<file path="src/can_filter_defines.svh">
// Register offsets, field positions and reset values for the acceptance filter block.
`ifndef CAN_FILTER_DEFINES_SVH
`define CAN_FILTER_DEFINES_SVH

`define CF_ADDR_W 8
`define CF_CTRL_BASE 8'h00
`define CF_MASK_BASE 8'h10
`define CF_ID_BASE 8'h20
`define CF_STATUS 8'h60
`define CF_WORD_SHIFT 2
`define CF_NUM_MASKS 4
`define CF_FILTERS_PER_REG 4
`define CF_BYTE_W 8
`define CF_EN_BIT 7
`define CF_MSEL_HI 6
`define CF_MSEL_LO 5
`define CF_FSEL_HI 4
`define CF_FSEL_LO 0
`define CF_MSEL_W 2
`define CF_FSEL_W 5
`define CF_ACCEPT_W 11
`define CF_ID_W 29
`define CF_CTRL_RESET 8'h00
`define CF_MASK_RESET 29'h0000_0000
`define CF_ID_RESET 29'h0000_0000

`endif

</file>
<file path="src/can_filter_pkg.sv">
// Types shared by the acceptance filter block and its surroundings.
package can_filter_pkg;

	typedef struct packed {
		logic valid;
		logic [28:0] id;
	} rx_id_t;

	typedef struct packed {
		logic hit;
		logic [4:0] fifo;
		logic [4:0] filter;
	} accept_t;

	typedef struct packed {
		logic enable;
		logic [1:0] mask_choice;
		logic [4:0] fifo_choice;
	} filter_ctrl_t;

endpackage : can_filter_pkg

</file>
<file path="src/can_acceptance_filter_control.sv">
// Acceptance filter configuration registers and receive-identifier steering.
// Notes on behaviour
// - A filter takes part in acceptance only while its enable flag is 1.
// - The two-bit mask choice selects acceptance mask 0, 1, 2 or 3 for the filter.
// - The five-bit FIFO choice names the receive FIFO 0 to 31 that takes a matching message.
// - Mask and FIFO choices of a filter change only while that filter's enable flag is 0.
// - Each filter owns one byte: enable on top, mask choice next two bits, FIFO choice low five.
// - Control register 0 holds filters 0 to 3 with filter 3 on top, register 2 holds 8 and 9 low.
// - All control fields are read/write and reset to zero, leaving every filter disabled.
`timescale 1ns/1ps
`include "can_filter_defines.svh"

module can_acceptance_filter_control #(
	parameter int NUM_FILTERS = 16
) (
	input wire logic i_sys_clk,
	input wire logic i_rst_b,
	input wire logic [`CF_ADDR_W-1:0] i_addr,
	input wire logic [31:0] i_wr_data,
	input wire logic i_wr,
	input wire logic i_rd,
	output logic [31:0] o_rd_data,
	input wire can_filter_pkg::rx_id_t i_rx,
	output can_filter_pkg::accept_t o_accept
);

	localparam int NUM_CTRL = (NUM_FILTERS + `CF_FILTERS_PER_REG - 1) / `CF_FILTERS_PER_REG;
	localparam int IDX_W = (NUM_FILTERS > 1) ? $clog2(NUM_FILTERS) : 1;

	can_filter_pkg::filter_ctrl_t ctrl_r [NUM_FILTERS];
	logic [`CF_ID_W-1:0] mask_r [`CF_NUM_MASKS];
	logic [`CF_ID_W-1:0] fid_r [NUM_FILTERS];
	can_filter_pkg::accept_t accept_nxt;
	logic [31:0] rd_nxt;
	logic [5:0] word_idx;
	logic ctrl_region;
	logic mask_region;
	logic fid_region;
	logic stat_region;
	logic [NUM_FILTERS-1:0] ctrl_sel;
	logic [NUM_FILTERS-1:0] fid_sel;
	logic [NUM_FILTERS-1:0] match;

	// Lowest bit of filter f's byte within its control register.
	function automatic int lane_of(input int f);
		lane_of = (f % `CF_FILTERS_PER_REG) * `CF_BYTE_W;
	endfunction : lane_of

	// True when an address lies in the half-open range from base up to limit.
	function automatic logic in_range(input logic [`CF_ADDR_W-1:0] addr,
		input logic [`CF_ADDR_W-1:0] base, input logic [`CF_ADDR_W-1:0] limit);
		in_range = (addr >= base) && (addr < limit);
	endfunction : in_range

	// Explicit decode of the two-bit mask choice into one of the four masks.
	function automatic logic [`CF_ID_W-1:0] pick_mask(input logic [1:0] sel,
		input logic [`CF_ID_W-1:0] m0, input logic [`CF_ID_W-1:0] m1,
		input logic [`CF_ID_W-1:0] m2, input logic [`CF_ID_W-1:0] m3);
		case (sel)
			2'h0: pick_mask = m0;
			2'h1: pick_mask = m1;
			2'h2: pick_mask = m2;
			2'h3: pick_mask = m3;
			default: pick_mask = m0;
		endcase
	endfunction : pick_mask

	// Word index of a byte address relative to a region base.
	function automatic logic [5:0] word_of(input logic [`CF_ADDR_W-1:0] addr,
		input logic [`CF_ADDR_W-1:0] base);
		logic [`CF_ADDR_W-1:0] diff;
		diff = addr - base;
		word_of = diff[`CF_ADDR_W-1:`CF_WORD_SHIFT];
	endfunction : word_of

	// An identifier matches when every bit kept by the mask agrees with the filter value.
	function automatic logic id_match(input logic [`CF_ID_W-1:0] id,
		input logic [`CF_ID_W-1:0] fid, input logic [`CF_ID_W-1:0] msk);
		id_match = (((id ^ fid) & msk) == '0);
	endfunction : id_match

	assign word_idx = word_of(i_addr, `CF_CTRL_BASE);
	assign ctrl_region = in_range(i_addr, `CF_CTRL_BASE, `CF_MASK_BASE) &&
		(word_idx < 6'(NUM_CTRL));
	assign mask_region = in_range(i_addr, `CF_MASK_BASE, `CF_ID_BASE);
	assign fid_region = in_range(i_addr, `CF_ID_BASE, `CF_STATUS);
	assign stat_region = (i_addr == `CF_STATUS);

	// One select line per filter, shared by the write and read paths.
	always_comb begin
		for (int f = 0; f < NUM_FILTERS; f++) begin
			ctrl_sel[f] = ctrl_region && (word_idx == 6'(f / `CF_FILTERS_PER_REG));
			fid_sel[f] = fid_region && (word_of(i_addr, `CF_ID_BASE) == 6'(f));
		end
	end

	// Enable flag is always writable; the rest of a byte only while the filter is off.
	// Software that rewrites a live filter sees only the enable change, so it must clear
	// the enable first and write the new choices in a second access.
	always_ff @(posedge i_sys_clk or negedge i_rst_b) begin
		if (!i_rst_b) begin
			for (int f = 0; f < NUM_FILTERS; f++) begin
				ctrl_r[f] <= `CF_CTRL_RESET;
			end
		end else if (i_wr) begin
			for (int f = 0; f < NUM_FILTERS; f++) begin
				if (ctrl_sel[f]) begin
					// Filter f sits in byte f mod 4 of its register.
					ctrl_r[f].enable <= i_wr_data[lane_of(f) + `CF_EN_BIT];
					if (!ctrl_r[f].enable) begin
						ctrl_r[f].mask_choice <=
							i_wr_data[lane_of(f) + `CF_MSEL_LO +: `CF_MSEL_W];
						ctrl_r[f].fifo_choice <=
							i_wr_data[lane_of(f) + `CF_FSEL_LO +: `CF_FSEL_W];
					end
				end
			end
		end
	end

	// Masks are shared by all filters, so they carry no per-filter write guard.
	always_ff @(posedge i_sys_clk or negedge i_rst_b) begin
		if (!i_rst_b) begin
			for (int m = 0; m < `CF_NUM_MASKS; m++) begin
				mask_r[m] <= `CF_MASK_RESET;
			end
		end else if (i_wr && mask_region) begin
			mask_r[2'(word_of(i_addr, `CF_MASK_BASE))] <= i_wr_data[`CF_ID_W-1:0];
		end
	end

	// The filter value is guarded like the other filter settings so a live filter never
	// sees a half-updated comparison.
	always_ff @(posedge i_sys_clk or negedge i_rst_b) begin
		if (!i_rst_b) begin
			for (int f = 0; f < NUM_FILTERS; f++) begin
				fid_r[f] <= `CF_ID_RESET;
			end
		end else if (i_wr) begin
			for (int f = 0; f < NUM_FILTERS; f++) begin
				if (fid_sel[f] && !ctrl_r[f].enable) begin
					fid_r[f] <= i_wr_data[`CF_ID_W-1:0];
				end
			end
		end
	end

	// Per-filter match before priority; a disabled filter never takes part.
	// The match is combinational on the offered identifier, so an offer is answered in the
	// very next cycle whatever the number of filters.
	always_comb begin
		for (int f = 0; f < NUM_FILTERS; f++) begin
			match[f] = i_rx.valid && ctrl_r[f].enable &&
				id_match(i_rx.id, fid_r[f], pick_mask(ctrl_r[f].mask_choice,
				mask_r[0], mask_r[1], mask_r[2], mask_r[3]));
		end
	end

	// Scan from the top down so the lowest matching index is the one that remains.
	always_comb begin
		accept_nxt = '0;
		for (int f = NUM_FILTERS - 1; f >= 0; f--) begin
			if (match[f]) begin
				accept_nxt.hit = 1'b1;
				accept_nxt.fifo = ctrl_r[f].fifo_choice;
				accept_nxt.filter = 5'(f);
			end
		end
	end

	always_ff @(posedge i_sys_clk or negedge i_rst_b) begin
		if (!i_rst_b) begin
			o_accept <= '0;
		end else begin
			o_accept <= accept_nxt;
		end
	end

	// Read decode; unmapped addresses read as zero.
	always_comb begin
		rd_nxt = '0;
		if (ctrl_region) begin
			for (int f = 0; f < NUM_FILTERS; f++) begin
				if (ctrl_sel[f]) begin
					rd_nxt[lane_of(f) +: `CF_BYTE_W] = ctrl_r[f];
				end
			end
		end else if (mask_region) begin
			rd_nxt[`CF_ID_W-1:0] = mask_r[2'(word_of(i_addr, `CF_MASK_BASE))];
		end else if (fid_region) begin
			for (int f = 0; f < NUM_FILTERS; f++) begin
				if (fid_sel[f]) begin
					rd_nxt[`CF_ID_W-1:0] = fid_r[f];
				end
			end
		end else if (stat_region) begin
			rd_nxt[`CF_ACCEPT_W-1:0] = o_accept;
		end
	end

	always_ff @(posedge i_sys_clk or negedge i_rst_b) begin
		if (!i_rst_b) begin
			o_rd_data <= '0;
		end else if (i_rd) begin
			o_rd_data <= rd_nxt;
		end else begin
			o_rd_data <= '0;
		end
	end

endmodule : can_acceptance_filter_control

</file>
<file path="config.mk">
export PLATFORM = sky130hd
export DESIGN_NAME = can_acceptance_filter_control
export DESIGN_NICKNAME = d
export VERILOG_FILES = /design/src/can_filter_pkg.sv /design/src/can_acceptance_filter_control.sv
export VERILOG_INCLUDE_DIRS = /design/src
export SDC_FILE = /design/constraint.sdc
export NUM_CORES = 2
export LEC_CHECK = 0
export ABC_AREA = 1
export ABC_CLOCK_PERIOD_IN_PS = 2200
export BUFFER_PORTS_ARGS = -buffer_cell sky130_fd_sc_hd__buf_2
export CAP_MARGIN = 10
export CORE_ASPECT_RATIO = 1.75
export CORE_MARGIN = 2
export CORE_UTILIZATION = 45
export CTS_CLUSTER_DIAMETER = 60
export DETAILED_ROUTE_END_ITERATION = 16
export PLACE_DENSITY = 0.63
export SYNTH_ARGS = -nofsm -noshare
export SYNTH_HDL_FRONTEND = slang
export SYNTH_SLANG_ARGS = --single-unit
</file>
<file path="constraint.sdc">
create_clock -name i_sys_clk -period 2.2 [get_ports i_sys_clk]
set_input_delay 0.11 -clock i_sys_clk [delete_from_list [all_inputs] [get_ports i_sys_clk]]
set_output_delay 0.11 -clock i_sys_clk [all_outputs]
set_load 0.1 [all_outputs]
</file>
==> results.toml, run 1 <==
[clock_tree]
cts_made_buffers = 85
cts_root_buf = "clkbuf_16"
max-clock-path-buffers = 3
htreeDepth = 3
clock_sinks = 750

[synthesis]
synth_area_mm2 = 0.05278
synth-edff-count = 0
ys_seq_area_share_pct = 35.56
synth_ff_type = "dfrtp_1"
synth_seq_cells = 750
syn_inst = 7692
synth_nets = 7768
synth_cell_types = 49
avgSynthCellArea_um2 = 6.861
yosys_warnings = 0
async_reset_ff_share_pct = 100.0

[die]
initial_core_util_pct = 45.21
io_pins = 117
rows = 166
die_h_um = 457.0
die_x_um = 262.9

[place]
dpl-instance-area_mm2 = 0.07138
hpwl_um = 292200
io_buffers = 115
gp_congestion = 1.247

[grt]
grt_usage_pct = 71.42
gr-total-overflow = 410
grt_pass1_wl_um = 627900
grt_max_degree = 89
grt_pass1_vias = 78000

[run_status]
outcome = "did not finish"
stop_stage = "global routing (5_1_grt)"
error_line = "[ERROR GRT-0116] Global routing finished with congestion. Check the congestion regions in the DRC Viewer."
-- synth_stat cells, drive strengths merged (18+ instances only) --
cell	count	area [µm²]
a221oi	32	280.3
o221a	18	202.7
nand2	1945	7343
o21ai	1118	5599
o22ai	296	1852
clkinv	21	78.83
nor2	748	2870
buf	217	1186
clkbuf	469	1762
nor3	27	166.4
inv	419	1573
xor2	252	2207
o221ai	180	1577
xnor2	206	1804
nand3	285	1431
nand4	128	800.8
a211oi	20	150.1
o211ai	71	533.0
dfrtp	750	18770
a21oi	433	2167
-- layer usage --
metal  overflow  global-route usage, %
met1          1                  73.91
met2        259                  93.32
met3          2                  45.74
met4        148                  72.27
met5          0                  14.28
-- metrics by stage --
stage          worst slack, ns  cells
3_5_place_dp            -1.445  10740
3_3_place_gp            -1.454  10740
2_1_floorplan         0.002130   7692
4_1_cts                -0.6557  10960
-- what timing repair did --
action,CTS
buffers inserted,33
hold buffers,23
gates cloned,3
pin swaps,107
hold endpoints to repair,844
gates resized for setup,391
setup endpoints to repair,60
-- cell families after synthesis --
family / after synthesis / share of synthesized area [%]
and+or+nand+nor: 3162 / 24.27
AOI/OAI and AO/OA: 2193 / 23.79
buffers and inverters: 1126 / 8.715
DFF: 750 / 35.56
xor gates and xnor gates: 458 / 7.601
adders and majority gates: 2 / 0.04741
other: 1 / 0.007106
==> run 2: changes to the inputs <==
Settings changed: ABC_CLOCK_PERIOD_IN_PS 2200 to 2850, CORE_ASPECT_RATIO 1.75 to unset, CORE_UTILIZATION 45 to 30, CTS_CLUSTER_DIAMETER 60 to unset, PLACE_DENSITY 0.63 to unset, PLACE_DENSITY_LB_ADDON set to 0.15.
Clock period 2.2 ns to 2.85 ns, I/O delays scaled along.
==> run 2 against run 1 <==
The flow now finishes, with violations (negative setup slack). Area after synthesis did not move. Synthesized cell count did not move.
==> results.toml, run 2 <==
[grt]
grt_usage_pct = 47.24
antenna_found_initial = 44
grt_max_degree = 84
grt_pass1_wl_um = 577800
grt_pass1_vias = 63490
gr-total-overflow = 0

[run_status]
outcome = "complete, but fails checks"
violations = "negative setup slack"

[power]
pwr-share-clk_pct = 31.2
ir_drop_uv = 466.9
powerDensity_mw_per_mm2 = 599.5
p_comb_share_pct = 42.2
switching_share_pct = 41.69
p_leak_nw = 34.80
seq_power_share_pct = 26.6
power.switching_mw = 19.38
totalPowerFinal_mw = 46.48
internal-power_mw = 27.10

[cells_and_area]
register_area_mm2 = 0.01880
n_fill_cell = 18060
mostFrequentLayoutCells = "nand2_1 (1808), buf_4 (1440), o21ai_0 (1021)"
regMostFlops = "fid_r"
layout_commonest_cell = "nand2_1"
final_util_pct = 44.45
drive_gt1_share_pct = 28.88
reg_top3 = "fid_r (464), ctrl_r (128), mask_r (116)"
multi_input_area_mm2 = 0.03151
area_growth_pct = 46.89
final_nets = 9165
largest_reg_flops = 464

[timing]
rsz0062_at_grt = "true"
worst_pin_slew_ns = 1.121
final_max_slew_viol_count = 0
slew_headroom_pct = 25.30
fin_skew_ns = 0.05852
fin_crit_sh_pct = 112.7
setup_viol = 10
max_freq_mhz = 311.2
hold_violations = 0
fin_ws_ns = -0.3633
period_needed_ns = 3.213

[synthesis]
synth_seq_cells = 750
synth_ff_type = "dfrtp_1"
avgSynthCellArea_um2 = 6.861
synth_most_common_cell = "nand2_1"
synth_cell_types = 49
yosys-top-cells-count = "nand2_1 (1930), o21ai_0 (1088), dfrtp_1 (750)"
yosys_warnings = 0
ys_seq_area_share_pct = 35.56
synth_area_mm2 = 0.05278
async_reset_ff_share_pct = 100.0
synth_nets = 7768
yosysTopAreaCellShare_pct = 35.56
synth-edff-count = 0
yosys.area.top_type = "dfrtp_1"
ys_top_cells_by_area = "dfrtp_1 (36%), nand2_1 (14%), o21ai_0 (10%), nor2_1 (5.2%), xor2_1 (4.2%)"
syn_inst = 7692

[worst_hold_path]
hold_path_depth = 4
holdCritPathClass = "primary input to flop"

[clock_tree]
cts_tree = "done"
htreeDepth = 3
clock_latency_ns = 0.80
cts_root_buf = "clkbuf_16"
max-clock-path-buffers = 3
path_clk_slew_ns = 0.06
cts_made_buffers = 100
clock_sinks = 750

[die]
die_h_um = 423.4
io_pins = 117
initial_core_util_pct = 30.26
die_area_mm2 = 0.1793
rows = 153
die_x_um = 423.4
coreArea_mm2 = 0.1744

[routing]
drtIter0Drc = 9947
vias = 68980
ant_nets = 0
drt_wl_total_um = 437100
wl_per_cell_um = 37.96
drc = 0
via_per_inst = 5.990
firstDrtPassIters = 9

[setup_path]
start_kind = "flop"
worst-r2r-cell-count = 17
critical_path_class = "flop to flop"
critPathRequiredTime_ns = 3.52
worstPathArrival_ns = 3.88
cp_max_fo = 10
critPathCaptureType = "flop"

[place]
io_buffers = 115
hpwl_um = 345400
gp_congestion = 1.069

[job]
maxCapViolCount = 0
==> run 2: path summary, 6_finish.rpt <==
path / start / slack, ns / to
worst min register to register: ctrl_r[48] / 0.49 / ctrl_r[48]
max in group asynchronous: i_rst_b / 1.37 / fid_r[147]
worst min-delay path: i_wr_data[9] / 0.03 / mask_r[38]
min in group asynchronous: i_rst_b / 0.47 / fid_r[343]
worst max-delay path: ctrl_r[117] / -0.36 / o_accept[8]
worst max register to register: ctrl_r[117] / -0.36 / o_accept[8]
==> run 2: critical path, cell delays in order, from the launching register on <==
cell	delay, ns
dfrtp_2	0.47
buf_4	0.20
nor2_2	0.17
inv_2	0.08
buf_4	0.21
o221a_2	0.35
a31oi_1	0.20
buf_4	0.18
nand4_1	0.14
buf_4	0.20
nor2_1	0.11
nand2_1	0.12
buf_12	0.17
buf_4	0.16
o21ai_0	0.14
inv_1	0.05
nand2_1	0.05
nand2_1	0.05
==> run 2: power by group through the flow <==
stage,Sequential (mW),Combinational (mW),Clock (mW)
floorplan,12.6,6.01,0
global placement,12.5,17.2,0
detailed placement,12.5,17.1,0
CTS,12.3,17.9,14.6
global route,12.4,19.8,15.0
finish,12.4,19.6,14.5
==> run 2: stage by stage <==
step	std cells	setup WS (ns)	instance area (µm²)	hold slack [ns]	TNS, ns
2_1_floorplan	7692	0.5945	52780	-0.1531	0
3_3_place_gp	11210	-1.103	70240	0.1694	-40.56
3_5_place_dp	11210	-0.9762	70250	0.1754	-32.59
4_1_cts	11440	-0.3298	75470	0.01661	-2.567
5_1_grt	11500	-0.3365	77470	0.03972	-2.667
6_report	11520	-0.3633	77520	0.03178	-2.647
==> run 2: layout make-up <==
type	instances	area share [%]
timing repair buffer	1980	24.39
tap	2325	3.753
antenna	21	0.06779
clock buffer	143	3.840
clock inverter	39	0.8377
multi-input combinational	5817	40.64
inverter	440	2.223
sequential	750	24.25
==> run 2: per-layer routing <==
layer | track usage [%] | share of wire, % | vias up
met5 | 0.4839 | 0.073 | -
met4 | 32.17 | 8.5 | 30
met3 | 14.39 | 12 | 1319
met2 | 66.73 | 40 | 5064
met1 | 61.33 | 39 | 33780
li1 | - | - | 28790
==> run 2: logic make-up after synthesis <==
kind of cell / Yosys count / share of synthesized area [%]
buffers and inverters: 1126 / 8.715
xor gates and xnor gates: 458 / 7.601
other: 1 / 0.007106
and+or+nand+nor: 3162 / 24.27
AOI/OAI and AO/OA: 2193 / 23.79
adders and majority gates: 2 / 0.04741
DFF: 750 / 35.56
==> run 2: timing repair <==
action / 4_1_cts / 5_1_grt
endpoints found under the setup margin: 11 / 18
pin swaps: 55 / 143
gates cloned: 1 / 4
hold endpoints to repair: 762 / 0
gates resized for setup: 302 / 433
hold buffers: 25 / 0
setup buffers: 29 / 57
(Power assumes the default switching activity.)
